===== config.mk =====
export PLATFORM = sky130hd
export DESIGN_NAME = tpd_capture
export DESIGN_NICKNAME = d
export VERILOG_FILES = /design/src/tpd_pkg.sv /design/src/tpd_capture.sv
export SDC_FILE = /design/constraint.sdc
export NUM_CORES = 1
export LEC_CHECK = 0
export CORE_ASPECT_RATIO = 1.1
export CORE_MARGIN = 8
export CORE_UTILIZATION = 30
export CTS_CLUSTER_DIAMETER = 50
export CTS_CLUSTER_SIZE = 14
export DETAILED_ROUTE_END_ITERATION = 10
export DONT_BUFFER_PORTS = 1
export REMOVE_ABC_BUFFERS = 1
export SYNTH_ARGS = -nofsm -noshare
export SYNTH_HDL_FRONTEND = slang
export SYNTH_SLANG_ARGS = --single-unit

===== constraint.sdc =====
create_clock -name clk_sys -period 4.6 [get_ports clk_sys]
set_clock_uncertainty 0.15 [all_clocks]
set_input_delay 0.69 -clock clk_sys [delete_from_list [all_inputs] [get_ports clk_sys]]
set_output_delay 0.69 -clock clk_sys [all_outputs]
set_load 0.03 [all_outputs]

===== src/tpd_pkg.sv =====
// ****************************************
// Constants of the state capture front end
// ****************************************
package tpd_pkg;
    // Register byte offsets
    localparam logic [7:0] OFF_CTRL   = 8'h00;
    localparam logic [7:0] OFF_SINGLE = 8'h04;
    localparam logic [7:0] OFF_SLAVE  = 8'h08;
    localparam logic [7:0] OFF_MASTER = 8'h0c;
    localparam logic [7:0] OFF_STATUS = 8'h10;
    localparam logic [7:0] OFF_DATA   = 8'h14;
    // Field positions
    localparam int CTRL_EN_BIT  = 0;
    localparam int CTRL_DMX_BIT = 1;
    localparam int ST_NE_BIT    = 0;
    localparam int ST_WM_BIT    = 1;
    localparam int ST_OVF_BIT   = 2;
    localparam int ST_CNT_LSB   = 8;
    localparam int DATA_VLD_BIT = 16;
    // Reset values
    localparam logic [1:0]  CTRL_RST = 2'h0;
    localparam logic [14:0] ARR_RST  = 15'h0000;
    // Sizes
    localparam int NUM_CLK    = 5;
    localparam int POD_W      = 16;
    localparam int BYTE_W     = 8;
    localparam int FIFO_DEPTH = 32;
    localparam int CODE_W     = 3;
    // Per clock input selection codes
    localparam logic [2:0] CK_OFF  = 3'h0;
    localparam logic [2:0] CK_FALL = 3'h1;
    localparam logic [2:0] CK_RISE = 3'h2;
    localparam logic [2:0] CK_BOTH = 3'h3;
    localparam logic [2:0] CK_HIGH = 3'h4;
    localparam logic [2:0] CK_LOW  = 3'h5;
    // One stored state record
    typedef struct packed {
        logic [7:0] hi;
        logic [7:0] lo;
    } tpd_rec_t;
    // Demultiplex phase
    typedef enum logic {PH_SLAVE, PH_MASTER} tpd_phase_t;
endpackage


===== src/tpd_capture.sv =====
`timescale 1ns/1ns

// ****************************************
// Record FIFO
// ****************************************
module tpd_fifo #(
    parameter int W     = 16,
    parameter int DEPTH = 32
) (
    input  wire logic                   clk_sys,
    input  wire logic                   reset_n,
    input  wire logic                   in_valid,
    output logic                        in_ready,
    input  wire logic [W-1:0]           in_data,
    output logic                        out_valid,
    input  wire logic                   out_ready,
    output logic [W-1:0]                out_data,
    output logic [$clog2(DEPTH):0]      count
);
    localparam int AW = $clog2(DEPTH);
    logic [W-1:0] mem_reg [DEPTH];     // Storage
    logic [AW:0]  wp_reg;              // Write pointer with wrap bit
    logic [AW:0]  rp_reg;              // Read pointer with wrap bit
    logic         push;
    logic         pop;

    assign count     = wp_reg - rp_reg;
    assign in_ready  = (count != (AW+1)'(DEPTH));
    assign out_valid = (count != '0);
    assign out_data  = mem_reg[rp_reg[AW-1:0]];
    assign push      = in_valid & in_ready;
    assign pop       = out_valid & out_ready;

    // Pointers
    always_ff @(posedge clk_sys or negedge reset_n) begin
        if (!reset_n) begin
            wp_reg <= '0;
            rp_reg <= '0;
        end else begin
            if (push) wp_reg <= wp_reg + 1'b1;
            if (pop)  rp_reg <= rp_reg + 1'b1;
        end
    end

    // Data store, no reset needed
    always_ff @(posedge clk_sys) begin
        if (push) mem_reg[wp_reg[AW-1:0]] <= in_data;
    end
endmodule

// ****************************************
// Capture front end with APB registers
// ****************************************
module tpd_capture #(
    parameter int NCLK  = tpd_pkg::NUM_CLK,
    parameter int DEPTH = tpd_pkg::FIFO_DEPTH
) (
    input  wire logic              clk_sys,
    input  wire logic              reset_n,
    input  wire logic              psel,
    input  wire logic              penable,
    input  wire logic              pwrite,
    input  wire logic [7:0]        paddr,
    input  wire logic [31:0]       pwdata,
    output logic [31:0]            prdata,
    output logic                   pready,
    output logic                   pslverr,
    input  wire logic [NCLK-1:0]   link_clk,
    input  wire logic [15:0]       pod_data
);
    import tpd_pkg::*;
    localparam int ARR_W = NCLK * CODE_W;
    localparam int CW    = $clog2(DEPTH) + 1;

    // ****************************************
    // Storage
    // ****************************************
    logic [1:0]       ctrl_reg;        // Enable and demux mode
    logic [ARR_W-1:0] single_reg;      // Single-phase arrangement
    logic [ARR_W-1:0] slave_reg;       // First-phase arrangement
    logic [ARR_W-1:0] master_reg;      // Second-phase arrangement
    logic             ovf_reg;         // Record lost on full FIFO
    logic [7:0]       slave_byte_reg;  // First byte of a state
    tpd_phase_t       phase_reg;       // Demux phase
    logic [NCLK-1:0]  ck_s1_reg;       // Clock sync stage one
    logic [NCLK-1:0]  ck_s2_reg;       // Clock sync stage two
    logic [NCLK-1:0]  ck_prv_reg;      // Previous clock level
    logic [15:0]      pod_s1_reg;      // Pod sync stage one
    logic [15:0]      pod_s2_reg;      // Pod sync stage two
    logic [31:0]      prdata_reg;
    logic             pready_reg;
    logic             pslverr_reg;

    logic             en;
    logic             dmx;
    logic             m_single;
    logic             m_slave;
    logic             m_master;
    logic             push_valid;
    tpd_rec_t         push_data;
    logic             fifo_ready;
    logic             fifo_valid;
    tpd_rec_t         fifo_data;
    logic [CW-1:0]    fifo_count;
    logic             fifo_pop;
    logic             setup;
    logic             acc;
    logic             wr;
    logic             rd;
    logic             mapped;
    logic [31:0]      rd_mux;

    assign en  = ctrl_reg[CTRL_EN_BIT];
    assign dmx = ctrl_reg[CTRL_DMX_BIT];

    // ****************************************
    // Input synchronisers
    // ****************************************
    // Two stages on every clock and data line, then edge history
    always_ff @(posedge clk_sys or negedge reset_n) begin
        if (!reset_n) begin
            ck_s1_reg  <= '0;
            ck_s2_reg  <= '0;
            ck_prv_reg <= '0;
            pod_s1_reg <= '0;
            pod_s2_reg <= '0;
        end else begin
            ck_s1_reg  <= link_clk;
            ck_s2_reg  <= ck_s1_reg;
            ck_prv_reg <= ck_s2_reg;
            pod_s1_reg <= pod_data;
            pod_s2_reg <= pod_s1_reg;
        end
    end

    // ****************************************
    // Clocking arrangement match
    // ****************************************
    // Edges ORed, levels ORed, the two ANDed; no edge, no match
    function automatic logic arr_match(
        input logic [ARR_W-1:0] cfg,
        input logic [NCLK-1:0]  cur,
        input logic [NCLK-1:0]  prv
    );
        logic       e_any;
        logic       l_any;
        logic       l_used;
        logic [2:0] c;
        e_any  = 1'b0;
        l_any  = 1'b0;
        l_used = 1'b0;
        for (int i = 0; i < NCLK; i++) begin
            c = cfg[i*CODE_W +: CODE_W];
            case (c)
                CK_FALL: e_any = e_any | (prv[i] & ~cur[i]);
                CK_RISE: e_any = e_any | (~prv[i] & cur[i]);
                CK_BOTH: e_any = e_any | (prv[i] ^ cur[i]);
                CK_HIGH: begin
                    l_used = 1'b1;
                    l_any  = l_any | cur[i];
                end
                CK_LOW: begin
                    l_used = 1'b1;
                    l_any  = l_any | ~cur[i];
                end
                default: ;
            endcase
        end
        return e_any & (l_any | ~l_used);
    endfunction

    // Matches only occur on an edge of an external clock
    assign m_single = arr_match(single_reg, ck_s2_reg, ck_prv_reg);
    assign m_slave  = arr_match(slave_reg, ck_s2_reg, ck_prv_reg);
    assign m_master = arr_match(master_reg, ck_s2_reg, ck_prv_reg);

    // ****************************************
    // Record building
    // ****************************************
    // Pod value aligned with the clock edge that qualified it
    always_comb begin
        push_valid = 1'b0;
        push_data  = '0;
        if (en && !dmx && m_single) begin
            // All sixteen lines together
            push_valid = 1'b1;
            push_data  = pod_s2_reg;
        end else if (en && dmx && phase_reg == PH_MASTER &&
                     m_master) begin
            // Master byte high, slave byte low
            push_valid   = 1'b1;
            push_data.hi = pod_s2_reg[BYTE_W-1:0];
            push_data.lo = slave_byte_reg;
        end
    end

    // ****************************************
    // Demux phase sequencer
    // ****************************************
    // A slave event only arms; the master event must be a later one
    always_ff @(posedge clk_sys or negedge reset_n) begin
        if (!reset_n) begin
            phase_reg      <= PH_SLAVE;
            slave_byte_reg <= '0;
        end else if (!(en && dmx)) begin
            phase_reg <= PH_SLAVE;
        end else begin
            case (phase_reg)
                PH_SLAVE: begin
                    // Lower lines only; upper lines never read
                    if (m_slave) begin
                        slave_byte_reg <= pod_s2_reg[BYTE_W-1:0];
                        phase_reg      <= PH_MASTER;
                    end
                end
                PH_MASTER: begin
                    // Slave matches here are ignored
                    if (m_master) begin
                        phase_reg <= PH_SLAVE;
                    end
                end
                default: phase_reg <= PH_SLAVE;
            endcase
        end
    end

    // ****************************************
    // Record FIFO
    // ****************************************
    tpd_fifo #(
        .W     (POD_W),
        .DEPTH (DEPTH)
    ) u_fifo (
        .clk_sys   (clk_sys),
        .reset_n   (reset_n),
        .in_valid  (push_valid),
        .in_ready  (fifo_ready),
        .in_data   (push_data),
        .out_valid (fifo_valid),
        .out_ready (fifo_pop),
        .out_data  (fifo_data),
        .count     (fifo_count)
    );

    // ****************************************
    // APB slave
    // ****************************************
    assign setup  = psel & ~penable;
    assign acc    = psel & penable & pready_reg;
    assign wr     = acc & pwrite;
    assign rd     = acc & ~pwrite;
    assign mapped = (paddr == OFF_CTRL) || (paddr == OFF_SINGLE) ||
                    (paddr == OFF_SLAVE) || (paddr == OFF_MASTER) ||
                    (paddr == OFF_STATUS) || (paddr == OFF_DATA);
    // Pop only a record that the read actually returned
    assign fifo_pop = rd && (paddr == OFF_DATA) &&
                      prdata_reg[DATA_VLD_BIT];

    // Read data selection
    always_comb begin
        rd_mux = '0;
        case (paddr)
            OFF_CTRL:   rd_mux[1:0] = ctrl_reg;
            OFF_SINGLE: rd_mux[ARR_W-1:0] = single_reg;
            OFF_SLAVE:  rd_mux[ARR_W-1:0] = slave_reg;
            OFF_MASTER: rd_mux[ARR_W-1:0] = master_reg;
            OFF_STATUS: begin
                rd_mux[ST_NE_BIT]  = fifo_valid;
                rd_mux[ST_WM_BIT]  = (phase_reg == PH_MASTER);
                rd_mux[ST_OVF_BIT] = ovf_reg;
                rd_mux[ST_CNT_LSB +: CW] = fifo_count;
            end
            OFF_DATA: begin
                rd_mux[POD_W-1:0]    = fifo_data;
                rd_mux[DATA_VLD_BIT] = fifo_valid;
            end
            default: rd_mux = '0;
        endcase
    end

    // Answer one cycle after setup; access phase is one cycle
    always_ff @(posedge clk_sys or negedge reset_n) begin
        if (!reset_n) begin
            pready_reg  <= 1'b0;
            pslverr_reg <= 1'b0;
            prdata_reg  <= '0;
        end else begin
            pready_reg  <= setup;
            pslverr_reg <= setup & ~mapped;
            if (setup && !pwrite) prdata_reg <= rd_mux;
        end
    end

    // Configuration writes
    always_ff @(posedge clk_sys or negedge reset_n) begin
        if (!reset_n) begin
            ctrl_reg   <= CTRL_RST;
            single_reg <= ARR_W'(ARR_RST);
            slave_reg  <= ARR_W'(ARR_RST);
            master_reg <= ARR_W'(ARR_RST);
        end else if (wr) begin
            case (paddr)
                OFF_CTRL:   ctrl_reg   <= pwdata[1:0];
                OFF_SINGLE: single_reg <= pwdata[ARR_W-1:0];
                OFF_SLAVE:  slave_reg  <= pwdata[ARR_W-1:0];
                OFF_MASTER: master_reg <= pwdata[ARR_W-1:0];
                default: ;
            endcase
        end
    end

    // Overflow: set on a refused record, write one clears, set wins
    always_ff @(posedge clk_sys or negedge reset_n) begin
        if (!reset_n) begin
            ovf_reg <= 1'b0;
        end else begin
            ovf_reg <= (push_valid & ~fifo_ready) |
                       (ovf_reg & ~(wr && paddr == OFF_STATUS &&
                                    pwdata[ST_OVF_BIT]));
        end
    end

    assign prdata  = prdata_reg;
    assign pready  = pready_reg;
    assign pslverr = pslverr_reg;
endmodule


### Word-level counts from Yosys, hierarchy flattened

Memory sizes are Yosys's and may differ from the RTL's.
Cells that the tools add are included.

| operators by class | value |
|---|---|
| divide/modulo/power cells | 0 |
| shift-type cells | 0 |
| multiplexer cells | 61 |
| add/sub/neg operators | 3 |
| magnitude comparators | 0 |
| bitwise operators | 111 |
| reduce and logical (&&, ||, !) cells | 39 |
| eq/ne operators | 81 |
| $mul | 0 |

Operators by type and width:

| cell | number |
|---|---|
| 3-bit by 2-bit == test with 1-bit output (second input constant) | 30 |
| 3-bit == test (second input constant) | 30 |
| 1-bit OR | 64 |
| 3-bit by 1-bit == test with 1-bit output (second input constant) | 15 |
| 1-bit one-hot mux with 3 select lines | 15 |
| 16-bit two-way mux | 2 |
| 1-bit one-hot mux with 2 select lines | 16 |
| 6-bit one-hot mux with 5 select lines | 1 |
| 2-bit OR reduction | 15 |
| 1-bit AND | 23 |
| 1-bit two-way mux | 22 |
| 5-bit one-hot mux with 4 select lines | 1 |
| 1-bit NOT | 19 |
| 8-bit by 4-bit == test with 1-bit output (second input constant) | 2 |
| 8-bit by 5-bit == test with 1-bit output (second input constant) | 2 |
| 6-bit by 1-bit adder with 6-bit output (second input constant) | 2 |
| 2-bit one-hot mux with 6 select lines | 1 |
| 1-bit logical AND | 10 |
| 8-bit by 3-bit == test with 1-bit output (second input constant) | 1 |
| 8-bit zero test | 1 |
| 2-bit AND reduction | 4 |
| 6-bit != test (second input constant) | 1 |
| 6-bit nonzero test | 1 |
| 6-bit subtractor | 1 |
| other kinds (7) | 16 |

| storage, ports and cells | value |
|---|---|
| bits in writable memories | 512 |
| register bits after elaboration | 135 |
| memories kept | 1 |
| input bits | 66 |
| output and inout bits | 34 |
| memory bits (read-only) | 0 |
| logic and storage cells | 313 |
| bits in latches | 0 |

Memories:

| name | depth | bits a word | rd ports | clocked after Yosys merged registers in | write ports | RTL line | text |
|---|---|---|---|---|---|---|---|
| u_fifo.mem_reg | 32 | 16 | 1 | 0 | 1 | tpd_capture.sv:21 | `logic [W-1:0] mem_reg [DEPTH];` |

### Longest topological paths before layout

Gate-level depths: netlist of the first run.

| depth | value |
|---|---|
| depth in word-level cells | 18 |
| depth in mapped cells | 13 |
| depth with buffers taken out | 10 |

### Hierarchy

Synthesis of the first run repeated with hierarchy kept, for this count alone.

| unflattened totals | value |
|---|---|
| cells, all modules | 1382 |
| area total of the unflattened synthesis | 26200.1 sq um |

Modules (own cells, without submodules):

| module | area each (sq um) | times used | seq. area each (sq um) | cells an instance |
|---|---|---|---|---|
| tpd_fifo | 20402.1 | 1 | 15675.0 | 895 |
| tpd_capture | 5798.1 | 1 | 3078.0 | 487 |

### Least setup slack after synthesis of the first run

Ideal clock, no wire load.

| timing path | value |
|---|---|
| path type | register -> register |
| start | register u_fifo.rp_reg[1] |
| end | memory u_fifo.mem_reg[30][0] (enable) |
| clock period less this slack | 4.550 ns |
| path buffers | 4 |
| path slack | 0.050 ns |
| stages on the path, launching flop included | 14 |
| data arrival time | 4.011 ns |
| library setup time | 0.388 ns |
| required time | 4.062 ns |
| cell sequence | dfrtp_1 -> buf_2 -> buf_1 -> clkinv_1 -> clkbuf_1 -> ha_1 -> nor2b_1 -> o211a_1 -> or2_1 -> a311oi_4 -> nand2b_1 -> buf_2 -> o211ai_1 -> nor2_1 |

| on the way | value |
|---|---|
| word-level cells in the longest chain between the ends | 5 |

Ends and longest elaborated chain:

| what | RTL line | text |
|---|---|---|
| start, declared | tpd_capture.sv:23 | `logic [AW:0] rp_reg;` |
| start signal, assigned | tpd_capture.sv:41 | `if (pop) rp_reg <= rp_reg + 1'b1;` |
| 6-bit subtractor | tpd_capture.sv:27 | `assign count = wp_reg - rp_reg;` |
| 6-bit != test | tpd_capture.sv:28 | `assign in_ready = (count != (AW+1)'(DEPTH));` |
| 1-bit AND | tpd_capture.sv:31 | `assign push = in_valid & in_ready;` |
| 1-bit two-way mux | tpd_capture.sv:47 | `if (push) mem_reg[wp_reg[AW-1:0]] <= in_data;` |
| 1-bit two-way mux (not written as such) | tpd_capture.sv:47 |  |
| end, declared | tpd_capture.sv:21 |  |

No other way between the ends.

==> results of run 1 <==
## what timing repair did
item | in CTS | in global routing
hold endpoints to repair | 156 | 0
hold buffers | 23 | 0
buffers inserted | 0 | 0
## per-layer routing
metal	vias up	track usage	part of all wire
met3	99	0.0249	0.060
met2	429	0.218	0.51
met1	7196	0.162	0.40
li1	5820	-	-
met5	-	0	0
met4	0	0.0440	0.034
## placed cells by master, fill, tap and decap left out, types with 17 or more instances in the layout
master,n
a21oi_1,28
dfrtp_1,132
edfxtp_1,512
nor2_1,67
buf_4,62
nand2_1,104
mux2_2,64
clkbuf_16,63
xnor2_1,22
ha_1,20
dlygate4sd3_1,22
a22o_1,17
mux4_2,147
and3_1,18
inv_1,25
## critical path, delay by kind of cell, from the launching register on
kind                       cells  cell delay [ns]
DFF                            1             0.48
AOI/OAI and AO/OA              3             2.22
and+or+nand+nor                1             0.19
adders and majority gates      1             0.33
buffers and inverters          2             0.44
## layout make-up
class | instances | area share
inverters | 27 | 0.00336
well taps | 1160 | 0.0482
diodes | 1 | 0.0000830
clock buffers | 80 | 0.0551
flip-flops and latches | 647 | 0.623
repair buffers | 88 | 0.0257
clock inverters | 26 | 0.00972
multi-input cells | 691 | 0.235
## through the flow
stage / area, µm² / TNS [ns] / worst slack, ns
after global routing: 30100 / 0 / 0.145
after detailed placement: 27900 / 0 / 0.327
after floorplan: 25900 / -2008.12 / -3.79
after CTS: 30100 / 0 / 0.262
after global placement: 27900 / 0 / 0.476
final: 30100 / 0 / 0.332
## power by group
part	leakage [µW]	switching, µW	internal, µW	total [µW]
Sequential	0.00529	22.1	6260	6280
Clock	0.000938	2200	2730	4930
Combinational	0.00271	69.7	37.6	107
Total	0.00894	2290	9030	11300
## worst min-delay path by stage
stage                      to           start
3_5_place_dp   pod_s2_reg[13]  pod_s1_reg[13]
6_report        master_reg[1]       pwdata[1]
5_1_grt         single_reg[8]       pwdata[8]
2_1_floorplan    ck_s2_reg[0]    ck_s1_reg[0]
4_1_cts        single_reg[14]      pwdata[14]
3_3_place_gp   pod_s2_reg[11]  pod_s1_reg[11]
## logic make-up (layout without fill, tap and decap cells)
family	after synthesis	count (layout)	share of synthesized area
buf+inv	108	221	0.0188
flops	647	647	0.714
simple gates	263	263	0.0472
mux	227	227	0.160
other cells	1	16	0.000143
xor+xnor	27	27	0.00900
fa+ha+maj	21	21	0.0103
compound gates	138	138	0.0409
==> impl_metrics.env, run 1 <==
export IMPL_timing_critical_path_slowest_cell_delay_ns=1.04
export IMPL_status="finished, final reports clean"
export IMPL_seq_area_um2=18800
export IMPL_layout_cells_non_filler=2720
export IMPL_r2r_cells=7
export IMPL_nets=1603
export IMPL_die_w_um=298
export IMPL_port_buffer_count=0
export IMPL_worstPathArrival_ns=4.34
export IMPL_fp_coreArea_um2=87300
export IMPL_rows=114
export IMPL_syn_area_um2=26300
export IMPL_cts_tree="done"
export IMPL_yosysMostFrequentCell="edfxtp_1"
export IMPL_drive_above_1_share=0.243
export IMPL_power_density_nw_per_um2=376
export IMPL_cpMaxStageDelayCell="a22o_1"
export IMPL_max_freq_mhz=234
export IMPL_track_usage=0.127
export IMPL_drt_iter0_markers=1190
export IMPL_dp_cells=2590
export IMPL_grt_antenna_before_repair=1
export IMPL_period_needed_ns=4.27
export IMPL_fp_dieH_um=326
export IMPL_syn_area_per_cell_um2=18.3
export IMPL_fillers=8158
export IMPL_reg2reg_from="ck_s2_reg[2]"
export IMPL_post_route_util=0.345
export IMPL_wirelength_um=63700
export IMPL_hp_class="in2reg"
export IMPL_pin_count=100
export IMPL_viasPerCell=4.98
export IMPL_timing_worst_slew_pin_value_ns=1.31
export IMPL_rsz0062_at_grt="no"
export IMPL_insertion_delay_ns=0.63
export IMPL_hpwl_um=38700
export IMPL_hold_path_cell_count=1
export IMPL_clock_sinks=647
export IMPL_synthDominantCellAreaShare=0.585
export IMPL_cap_violations=0
export IMPL_final_hold_violation_count=0
export IMPL_grt_max_degree=136
export IMPL_multiInputGateArea_um2=7090
export IMPL_path_cells="inv_1 > ha_1 > a2111oi_0 > nor4_1 > a2111oi_4 > buf_4 > a22o_1"
export IMPL_gp_congestion=0.857
export IMPL_grt_pass1_wl_um=94600
export IMPL_cts_htree_levels=2
export IMPL_crit_path_start_kind="register"
export IMPL_cp_endpoint="u_fifo.mem_reg[27][3]"
export IMPL_slew_limit_headroom=0.126
export IMPL_synth_async_reset_ratio=0.209
export IMPL_start_util=0.301
export IMPL_worstPathMaxFanout=32
export IMPL_hold_ws_ns=0.0583
export IMPL_p_leak_uw=0.00894
export IMPL_syn_inst=1432
export IMPL_grt_pass1_vias=14100
export IMPL_finalPower_uw=11300
export IMPL_die_area_um2=97300
export IMPL_antenna_left=0
export IMPL_synth_common_cells="edfxtp_1 (512), mux4_2 (147), dfrtp_1 (135)"
export IMPL_drtPass1Iterations=5
export IMPL_synth_edf_count=512
export IMPL_yosysWarnings=0
export IMPL_ir_worst_vdd_mv=0.314
export IMPL_yosysUniqueCellTypes=61
export IMPL_largest_reg_flops=512
export IMPL_num_vias=13500
export IMPL_setup_viol=0
export IMPL_endpoint_kind="register"
export IMPL_min_period_over_period=0.928
export IMPL_clk_path_buf_depth=3
export IMPL_synth_top_flop_cell="edfxtp_1"
export IMPL_critPathLaunch="ck_s2_reg[2]"
export IMPL_reg2reg_slack_ns=0.33
export IMPL_required_ns=4.67
export IMPL_path_clk_slew_ns=0.06
export IMPL_clockRootBuffer="clkbuf_16"
export IMPL_cts_resized=0
export IMPL_area_growth_pct=14.8
export IMPL_cts_made_buffers=61
export IMPL_timing_rr_end="u_fifo.mem_reg[27][3]"
export IMPL_seq_area_frac_synth=0.714
export IMPL_ys_top_cells_by_area="edfxtp_1 (59%), dfrtp_1 (13%), mux4_2 (13%)"
export IMPL_routedWlPerCell_um=23.4
export IMPL_ys_ff_latch=647
export IMPL_grt_overflow=0
export IMPL_drc=0
export IMPL_crit_type="reg2reg"
export IMPL_slew_violations=0
export IMPL_yosysTopAreaCell="edfxtp_1"
No activity file was read; power rests on OpenSTA's default activity.
==> run 2: changes to the inputs <==
--- a/config.mk
+++ b/config.mk
@@ -5,6 +5,7 @@
 export SDC_FILE = /design/constraint.sdc
 export NUM_CORES = 1
 export LEC_CHECK = 0
+export ABC_AREA = 1
 export CORE_ASPECT_RATIO = 1.1
 export CORE_MARGIN = 8
 export CORE_UTILIZATION = 30
==> run 2 against run 1 <==
Synthesized cell count rose by 81%. Sequential share of layout area down 2.2 points. Routed wire length grew 16%. Clock power down 3%. Die area rose by 5.5%. Power down 1.0%. Synthesized area increased by 5.8%. Sequential power hardly changed. Final cell count grew 42%. Setup slack improved by 0.67 ns. Critical path depth grew 5. Hold slack lost 0.0032 ns. Critical path type unchanged. Critical endpoint is now u_fifo.mem_reg[18][8].
==> impl_metrics.env, run 2 <==
export IMPL_status="finished, final reports clean"
export IMPL_syn_inst=2593
export IMPL_highest_layer="met4"
export IMPL_worstPathBufferInverterCount=2
export IMPL_num_vias=18500
export IMPL_die_area_um2=103000
export IMPL_timing_worst_slew_pin_value_ns=1.04
export IMPL_wl_met2_um=34400
export IMPL_dp_cells=3734
export IMPL_synth_top_family_by_area="simple AND/OR/NAND/NOR gates"
export IMPL_path_cells="inv_1 > ha_1 > nand2_1 > nor2_1 > nor3_1 > nor2_1 > nand2_2 > nand3_4 > nand2_4 > nand3_4 > nor2_1 > buf_4"
export IMPL_grt_antenna_before_repair=1
export IMPL_final_hold_violation_count=0
export IMPL_hp_class="in2reg"
export IMPL_required_ns=4.75
export IMPL_synth_compound_area_share=0.0796
export IMPL_synth_async_reset_ratio=0.209
export IMPL_p_leak_uw=0.0101
export IMPL_synth_common_cells="edfxtp_1 (512), nor2_1 (484), nand2_1 (448)"
export IMPL_yosysMostFrequentCell="edfxtp_1"
export IMPL_drc=0
export IMPL_wirelength_um=73800
export IMPL_clock_sinks=647
export IMPL_cts_tree="done"
export IMPL_ir_worst_vdd_mv=0.281
export IMPL_antenna_left=0
export IMPL_synth_edf_count=512
export IMPL_cts_made_buffers=58
export IMPL_grt_overflow=0
export IMPL_slew_limit_headroom=0.306
export IMPL_drtPass1Iterations=6
export IMPL_grt_max_degree=163
export IMPL_synth_top_flop_cell="edfxtp_1"
export IMPL_area_growth_pct=12.4
export IMPL_nets=2714
export IMPL_cpMaxStageDelayCell="nor3_1"
export IMPL_grt_pass1_vias=17700
export IMPL_ys_ff_latch=647
export IMPL_final_cell_mix="edfxtp_1 (512), nor2_1 (484), nand2_1 (448)"
export IMPL_worstPathArrival_ns=3.75
export IMPL_cp_common_cell="nor2_1"
export IMPL_cts_htree_levels=2
export IMPL_path_clk_slew_ns=0.07
export IMPL_hpwl_um=45900
export IMPL_drt_iter0_markers=1624
export IMPL_yosysTopAreaCell="edfxtp_1"
export IMPL_routedWlPerCell_um=19.2
export IMPL_track_usage=0.139
export IMPL_fp_dieH_um=335
export IMPL_layout_cells_non_filler=3851
export IMPL_timing_critical_path_slowest_cell_delay_ns=0.49
export IMPL_endpoint_kind="register"
export IMPL_period_needed_ns=3.60
export IMPL_synth_simple_area_share=0.177
export IMPL_syn_area_um2=27800
export IMPL_crit_path_start_kind="register"
export IMPL_place_ws_ns=1.03
export IMPL_grt_pass1_wl_um=111000
export IMPL_seq_area_frac_synth=0.675
export IMPL_syn_area_per_cell_um2=10.7
export IMPL_fillers=9132
export IMPL_clockRootBuffer="clkbuf_16"
export IMPL_port_buffer_count=0
export IMPL_synthAdderAreaFrac=0.00972
export IMPL_worst_slack_ns=1.00
export IMPL_gp_congestion=0.910
export IMPL_synthDominantCellAreaShare=0.553
export IMPL_wl_met1_um=31600
export IMPL_cp_depth=12
export IMPL_dr_wl_met3_um=4540
export IMPL_power_density_nw_per_um2=359
export IMPL_cts_setup_buffers=0
export IMPL_fp_coreArea_um2=92200
export IMPL_start_util=0.301
export IMPL_yosysWarnings=0
export IMPL_hold_ws_ns=0.0551
export IMPL_setup_viol=0
export IMPL_viasPerCell=4.80
export IMPL_synthMuxAreaShare=0
export IMPL_hold_path_cell_count=1
export IMPL_finalPower_uw=11200
export IMPL_worstPathMaxFanout=12
export IMPL_max_freq_mhz=278
export IMPL_insertion_delay_ns=0.62
export IMPL_drive_above_1_share=0.0831
export IMPL_slew_violations=0
export IMPL_yosysUniqueCellTypes=44
export IMPL_synth_xor_area_frac=0.00410
export IMPL_cap_violations=0
export IMPL_layout_commonest_cell="edfxtp_1"
export IMPL_min_period_over_period=0.782
export IMPL_die_w_um=306
export IMPL_rsz0062_at_grt="no"
export IMPL_largest_reg_flops=512
export IMPL_ys_top_cells_by_area="edfxtp_1 (55%), dfrtp_1 (12%), nor2_1 (6.5%)"
export IMPL_clk_path_buf_depth=3
export IMPL_pin_count=100
export IMPL_cp_top_family="simple AND/OR/NAND/NOR gates"
export IMPL_crit_type="reg2reg"
export IMPL_rows=117
export IMPL_r2r_cells=12
run 2: layout make-up:
| cell class | instances | area (µm²) | share of cell area |
|---|---|---|---|
| antenna | 1 | 2.50 | 0.0000801 |
| clock buffer | 77 | 1630 | 0.0521 |
| clock inverter | 16 | 220 | 0.00705 |
| inverter | 184 | 698 | 0.0224 |
| multi-input combinational | 1644 | 7630 | 0.244 |
| sequential | 647 | 18800 | 0.601 |
| tap | 1190 | 1490 | 0.0477 |
| timing repair buffer | 92 | 803 | 0.0257 |
run 2: through the flow:
| step | TNS [ns] | instance area (µm²) | utilization |
|---|---|---|---|
| 6_report | 0 | 31200 | 0.339 |
| 5_1_grt | 0 | 31200 | 0.339 |
| 4_1_cts | 0 | 31200 | 0.339 |
| 3_5_place_dp | 0 | 29100 | 0.316 |
| 3_3_place_gp | 0 | 29100 | 0.316 |
| 2_1_floorplan | -1329.60 | 27000 | - |
run 2: worst register-to-register path, delay by kind of cell, from the launching register on:
family        cells  cell delay (ns)
simple gates      9             1.89
buf+inv           2             0.46
flops             1             0.44
fa+ha+maj         1             0.34
run 2: worst paths after layout:
kind / slack, ns / from / end
worst max-delay path: 1.00 / ck_s2_reg[1] / u_fifo.mem_reg[18][8]
min in group asynchronous: 0.55 / reset_n / prdata[15]
worst min register to register: 0.19 / pod_s1_reg[14] / pod_s2_reg[14]
worst min-delay path: 0.06 / penable / pready
worst max register to register: 1.00 / ck_s2_reg[1] / u_fifo.mem_reg[18][8]
max in group asynchronous: 3.07 / reset_n / master_reg[3]
run 2: routing by layer:
layer  global-route usage  vias to the layer above
met5                    0                        -
met4               0.0614                        0
met3               0.0238                      139
met2                0.227                      569
met1                0.181                     8949
li1                     -                     8840
run 2: kinds of logic (layout without fill, tap and decap cells):
| family | Yosys count | in the layout |
|---|---|---|
| AND/OR/NAND/NOR | 1177 | 1177 |
| flip-flops | 647 | 647 |
| AO/OA/AOI/OAI | 418 | 418 |
| buffers and inverters | 316 | 369 |
| adder cells (fa/ha/maj) | 21 | 21 |
| XOR/XNOR | 13 | 13 |
| other | 1 | 16 |
run 2: timing repair:
item | CTS | global route
gates resized for setup | 0 | 0
hold endpoints to repair | 156 | 0
hold buffers | 23 | 0
run 2: power breakdown:
part	internal, µW	switching [µW]	total [µW]
Sequential	6260	18.5	6280
Combinational	34.1	95.2	129
Clock	2700	2100	4790
Total	8990	2210	11200
==> run 3: changes to the inputs <==
==> constraint.sdc (replaced) <==
create_clock -name clk_sys -period 3 [get_ports clk_sys]
set_clock_uncertainty 0.15 [all_clocks]
set_input_delay 0.45 -clock clk_sys [delete_from_list [all_inputs] [get_ports clk_sys]]
set_output_delay 0.45 -clock clk_sys [all_outputs]
set_load 0.03 [all_outputs]
==> run 3 against run 2 <==
The run now ends with hold timing left. Hold slack got worse by 0.67 ns. Maximum frequency increased by 26%. Sequential power increased by 53%. Count of clock-buffer cells in the layout decreased by 1. Register-to-register slack got worse by 0.86 ns. Clock power increased by 45%. Non-clock buffer count increased by 60. Flip-flop and latch count unchanged. Combinational power increased by 46%. Setup slack got worse by 0.86 ns. Core utilization increased by 1.1 points. Power increased by 50%.
==> impl_metrics.env, run 3 (synthesis results as in run 2) <==
export IMPL_status="finished, violations left"
export IMPL_violations="hold timing"
export IMPL_rsz0062_at_grt="no"
export IMPL_cts_hold_buf=39
export IMPL_num_vias=18700
export IMPL_drc=0
export IMPL_path_cells="buf_4 > buf_12 > inv_6 > buf_12 > buf_4 > nor2_1 > o211ai_1 > nand3_1 > nand2_1 > nand3_1 > nand2_1 > nand2_1 > nand2_1"
export IMPL_cts_htree_levels=2
export IMPL_grt_overflow=0
export IMPL_area_growth_pct=16.0
export IMPL_clockRootBuffer="clkbuf_16"
export IMPL_timing_critical_path_slowest_cell_delay_ns=0.47
export IMPL_antenna_left=0
export IMPL_layout_commonest_cell="edfxtp_1"
export IMPL_fillers=9019
export IMPL_crit_type="reg2reg"
export IMPL_pin_count=100
export IMPL_wirelength_um=74200
export IMPL_clk_path_buf_depth=3
export IMPL_endpoint_kind="register"
export IMPL_multiInputGateArea_um2=7630
export IMPL_slew_limit_headroom=0.537
export IMPL_hp_class="in2async"
export IMPL_cts_setup_buffers=0
export IMPL_insertion_delay_ns=0.62
export IMPL_cp_common_cell="nand2_1"
export IMPL_diodes=0
export IMPL_viasPerCell=4.78
export IMPL_drive_above_1_share=0.0964
export IMPL_fp_coreArea_um2=92200
export IMPL_cts_tree="done"
export IMPL_setup_viol=0
export IMPL_power_density_nw_per_um2=520
export IMPL_crit_path_start_kind="register"
export IMPL_p_int_uw=13500
export IMPL_gp_congestion=0.868
export IMPL_routedWlPerCell_um=19.0
export IMPL_hpwl_um=48200
export IMPL_p_leak_uw=0.0105
export IMPL_worstPathMaxFanout=73
export IMPL_power_frac_comb=0.011
export IMPL_swShare=0.197
export IMPL_worstPathArrival_ns=3.26
export IMPL_seq_area_um2=18800
export IMPL_min_period_over_period=0.954
export IMPL_die_w_um=306
export IMPL_cts_made_buffers=57
export IMPL_grt_pass1_wl_um=111000
export IMPL_p_sw_uw=3300
export IMPL_ir_worst_vdd_mv=0.514
export IMPL_path_clk_slew_ns=0.06
export IMPL_grt_antenna_before_repair=0
export IMPL_timing_worst_slew_pin_value_ns=0.687
export IMPL_start_util=0.301
export IMPL_dpl_instance_area_um2=30100
export IMPL_p_clk_frac=0.415
export IMPL_grt_pass1_vias=17900
export IMPL_drt_iter0_markers=1568
export IMPL_final_cell_mix="edfxtp_1 (512), nor2_1 (484), nand2_1 (448)"
export IMPL_port_buffer_count=0
export IMPL_max_freq_mhz=349
export IMPL_pwr_share_seq=0.574
export IMPL_slew_violations=0
export IMPL_final_hold_violation_count=135
export IMPL_nets=2773
export IMPL_final_cell_area_um2=32200
export IMPL_fp_dieH_um=335
export IMPL_hold_ws_ns=-0.619
export IMPL_rows=117
export IMPL_largest_reg_flops=512
export IMPL_post_route_util=0.350
export IMPL_period_needed_ns=2.86
export IMPL_grt_max_degree=136
export IMPL_cpMaxStageDelayCell="dfrtp_4"
export IMPL_track_usage=0.141
export IMPL_required_ns=3.40
export IMPL_r2r_cells=13
export IMPL_clock_sinks=647
export IMPL_cap_violations=0
export IMPL_cts_resized=0
export IMPL_drtPass1Iterations=5
export IMPL_die_area_um2=103000
[run 3: worst paths after layout]
path,to,slack (ns),from
max,prdata[11],0.14,u_fifo.rp_reg[0]
min,master_reg[3],-0.62,reset_n
max reg2reg,prdata[11],0.14,u_fifo.rp_reg[0]
min reg2reg,pod_s2_reg[13],0.20,pod_s1_reg[13]
max in group asynchronous,slave_byte_reg[5],3.09,reset_n
min in group clk_sys,ovf_reg,0.14,paddr[4]
[run 3: area by class of cell]
type | instances | share of cell area
clock buffers | 76 | 0.0494
inverters | 184 | 0.0217
repair buffers | 152 | 0.0602
well taps | 1190 | 0.0462
clock inverters | 14 | 0.00400
multi-input cells | 1644 | 0.237
flip-flops and latches | 647 | 0.582
[run 3: worst max-delay path, delay by kind of cell, from the launching register on]
kind / cells / cell delay (ns)
compound gates: 1 / 0.27
buf+inv: 5 / 0.97
flops: 1 / 0.47
simple gates: 7 / 0.79
[run 3: routing by layer]
| metal | wire [µm] | up-vias | global-route usage |
|---|---|---|---|
| li1 | - | 8960 | - |
| met2 | 35700 | 519 | 0.236 |
| met3 | 3960 | 103 | 0.0190 |
| met4 | 2330 | 0 | 0.0489 |
| met5 | 0 | - | 0 |
| met1 | 32200 | 9074 | 0.187 |
[run 3: through the flow]
step                setup slack, ns  setup TNS, ns  power (µW)  instances
floorplan                     -4.59       -2312.45        9910       2475
global placement              0.169              0        9960       3778
detailed placement            0.130              0        9960       3778
CTS                           0.126              0       16900       3907
global route                0.00209              0       17200       3907
finish                        0.137              0       16800       3907
[run 3: power groups by stage]
stage                     registers (µW)  clock network, µW  logic (µW)
after floorplan                     9810                  0        96.4
final                               9630               6950         188
after detailed placement            9810                  0         143
after global routing                9620               7410         206
after global placement              9810                  0         142
after CTS                           9630               7090         188
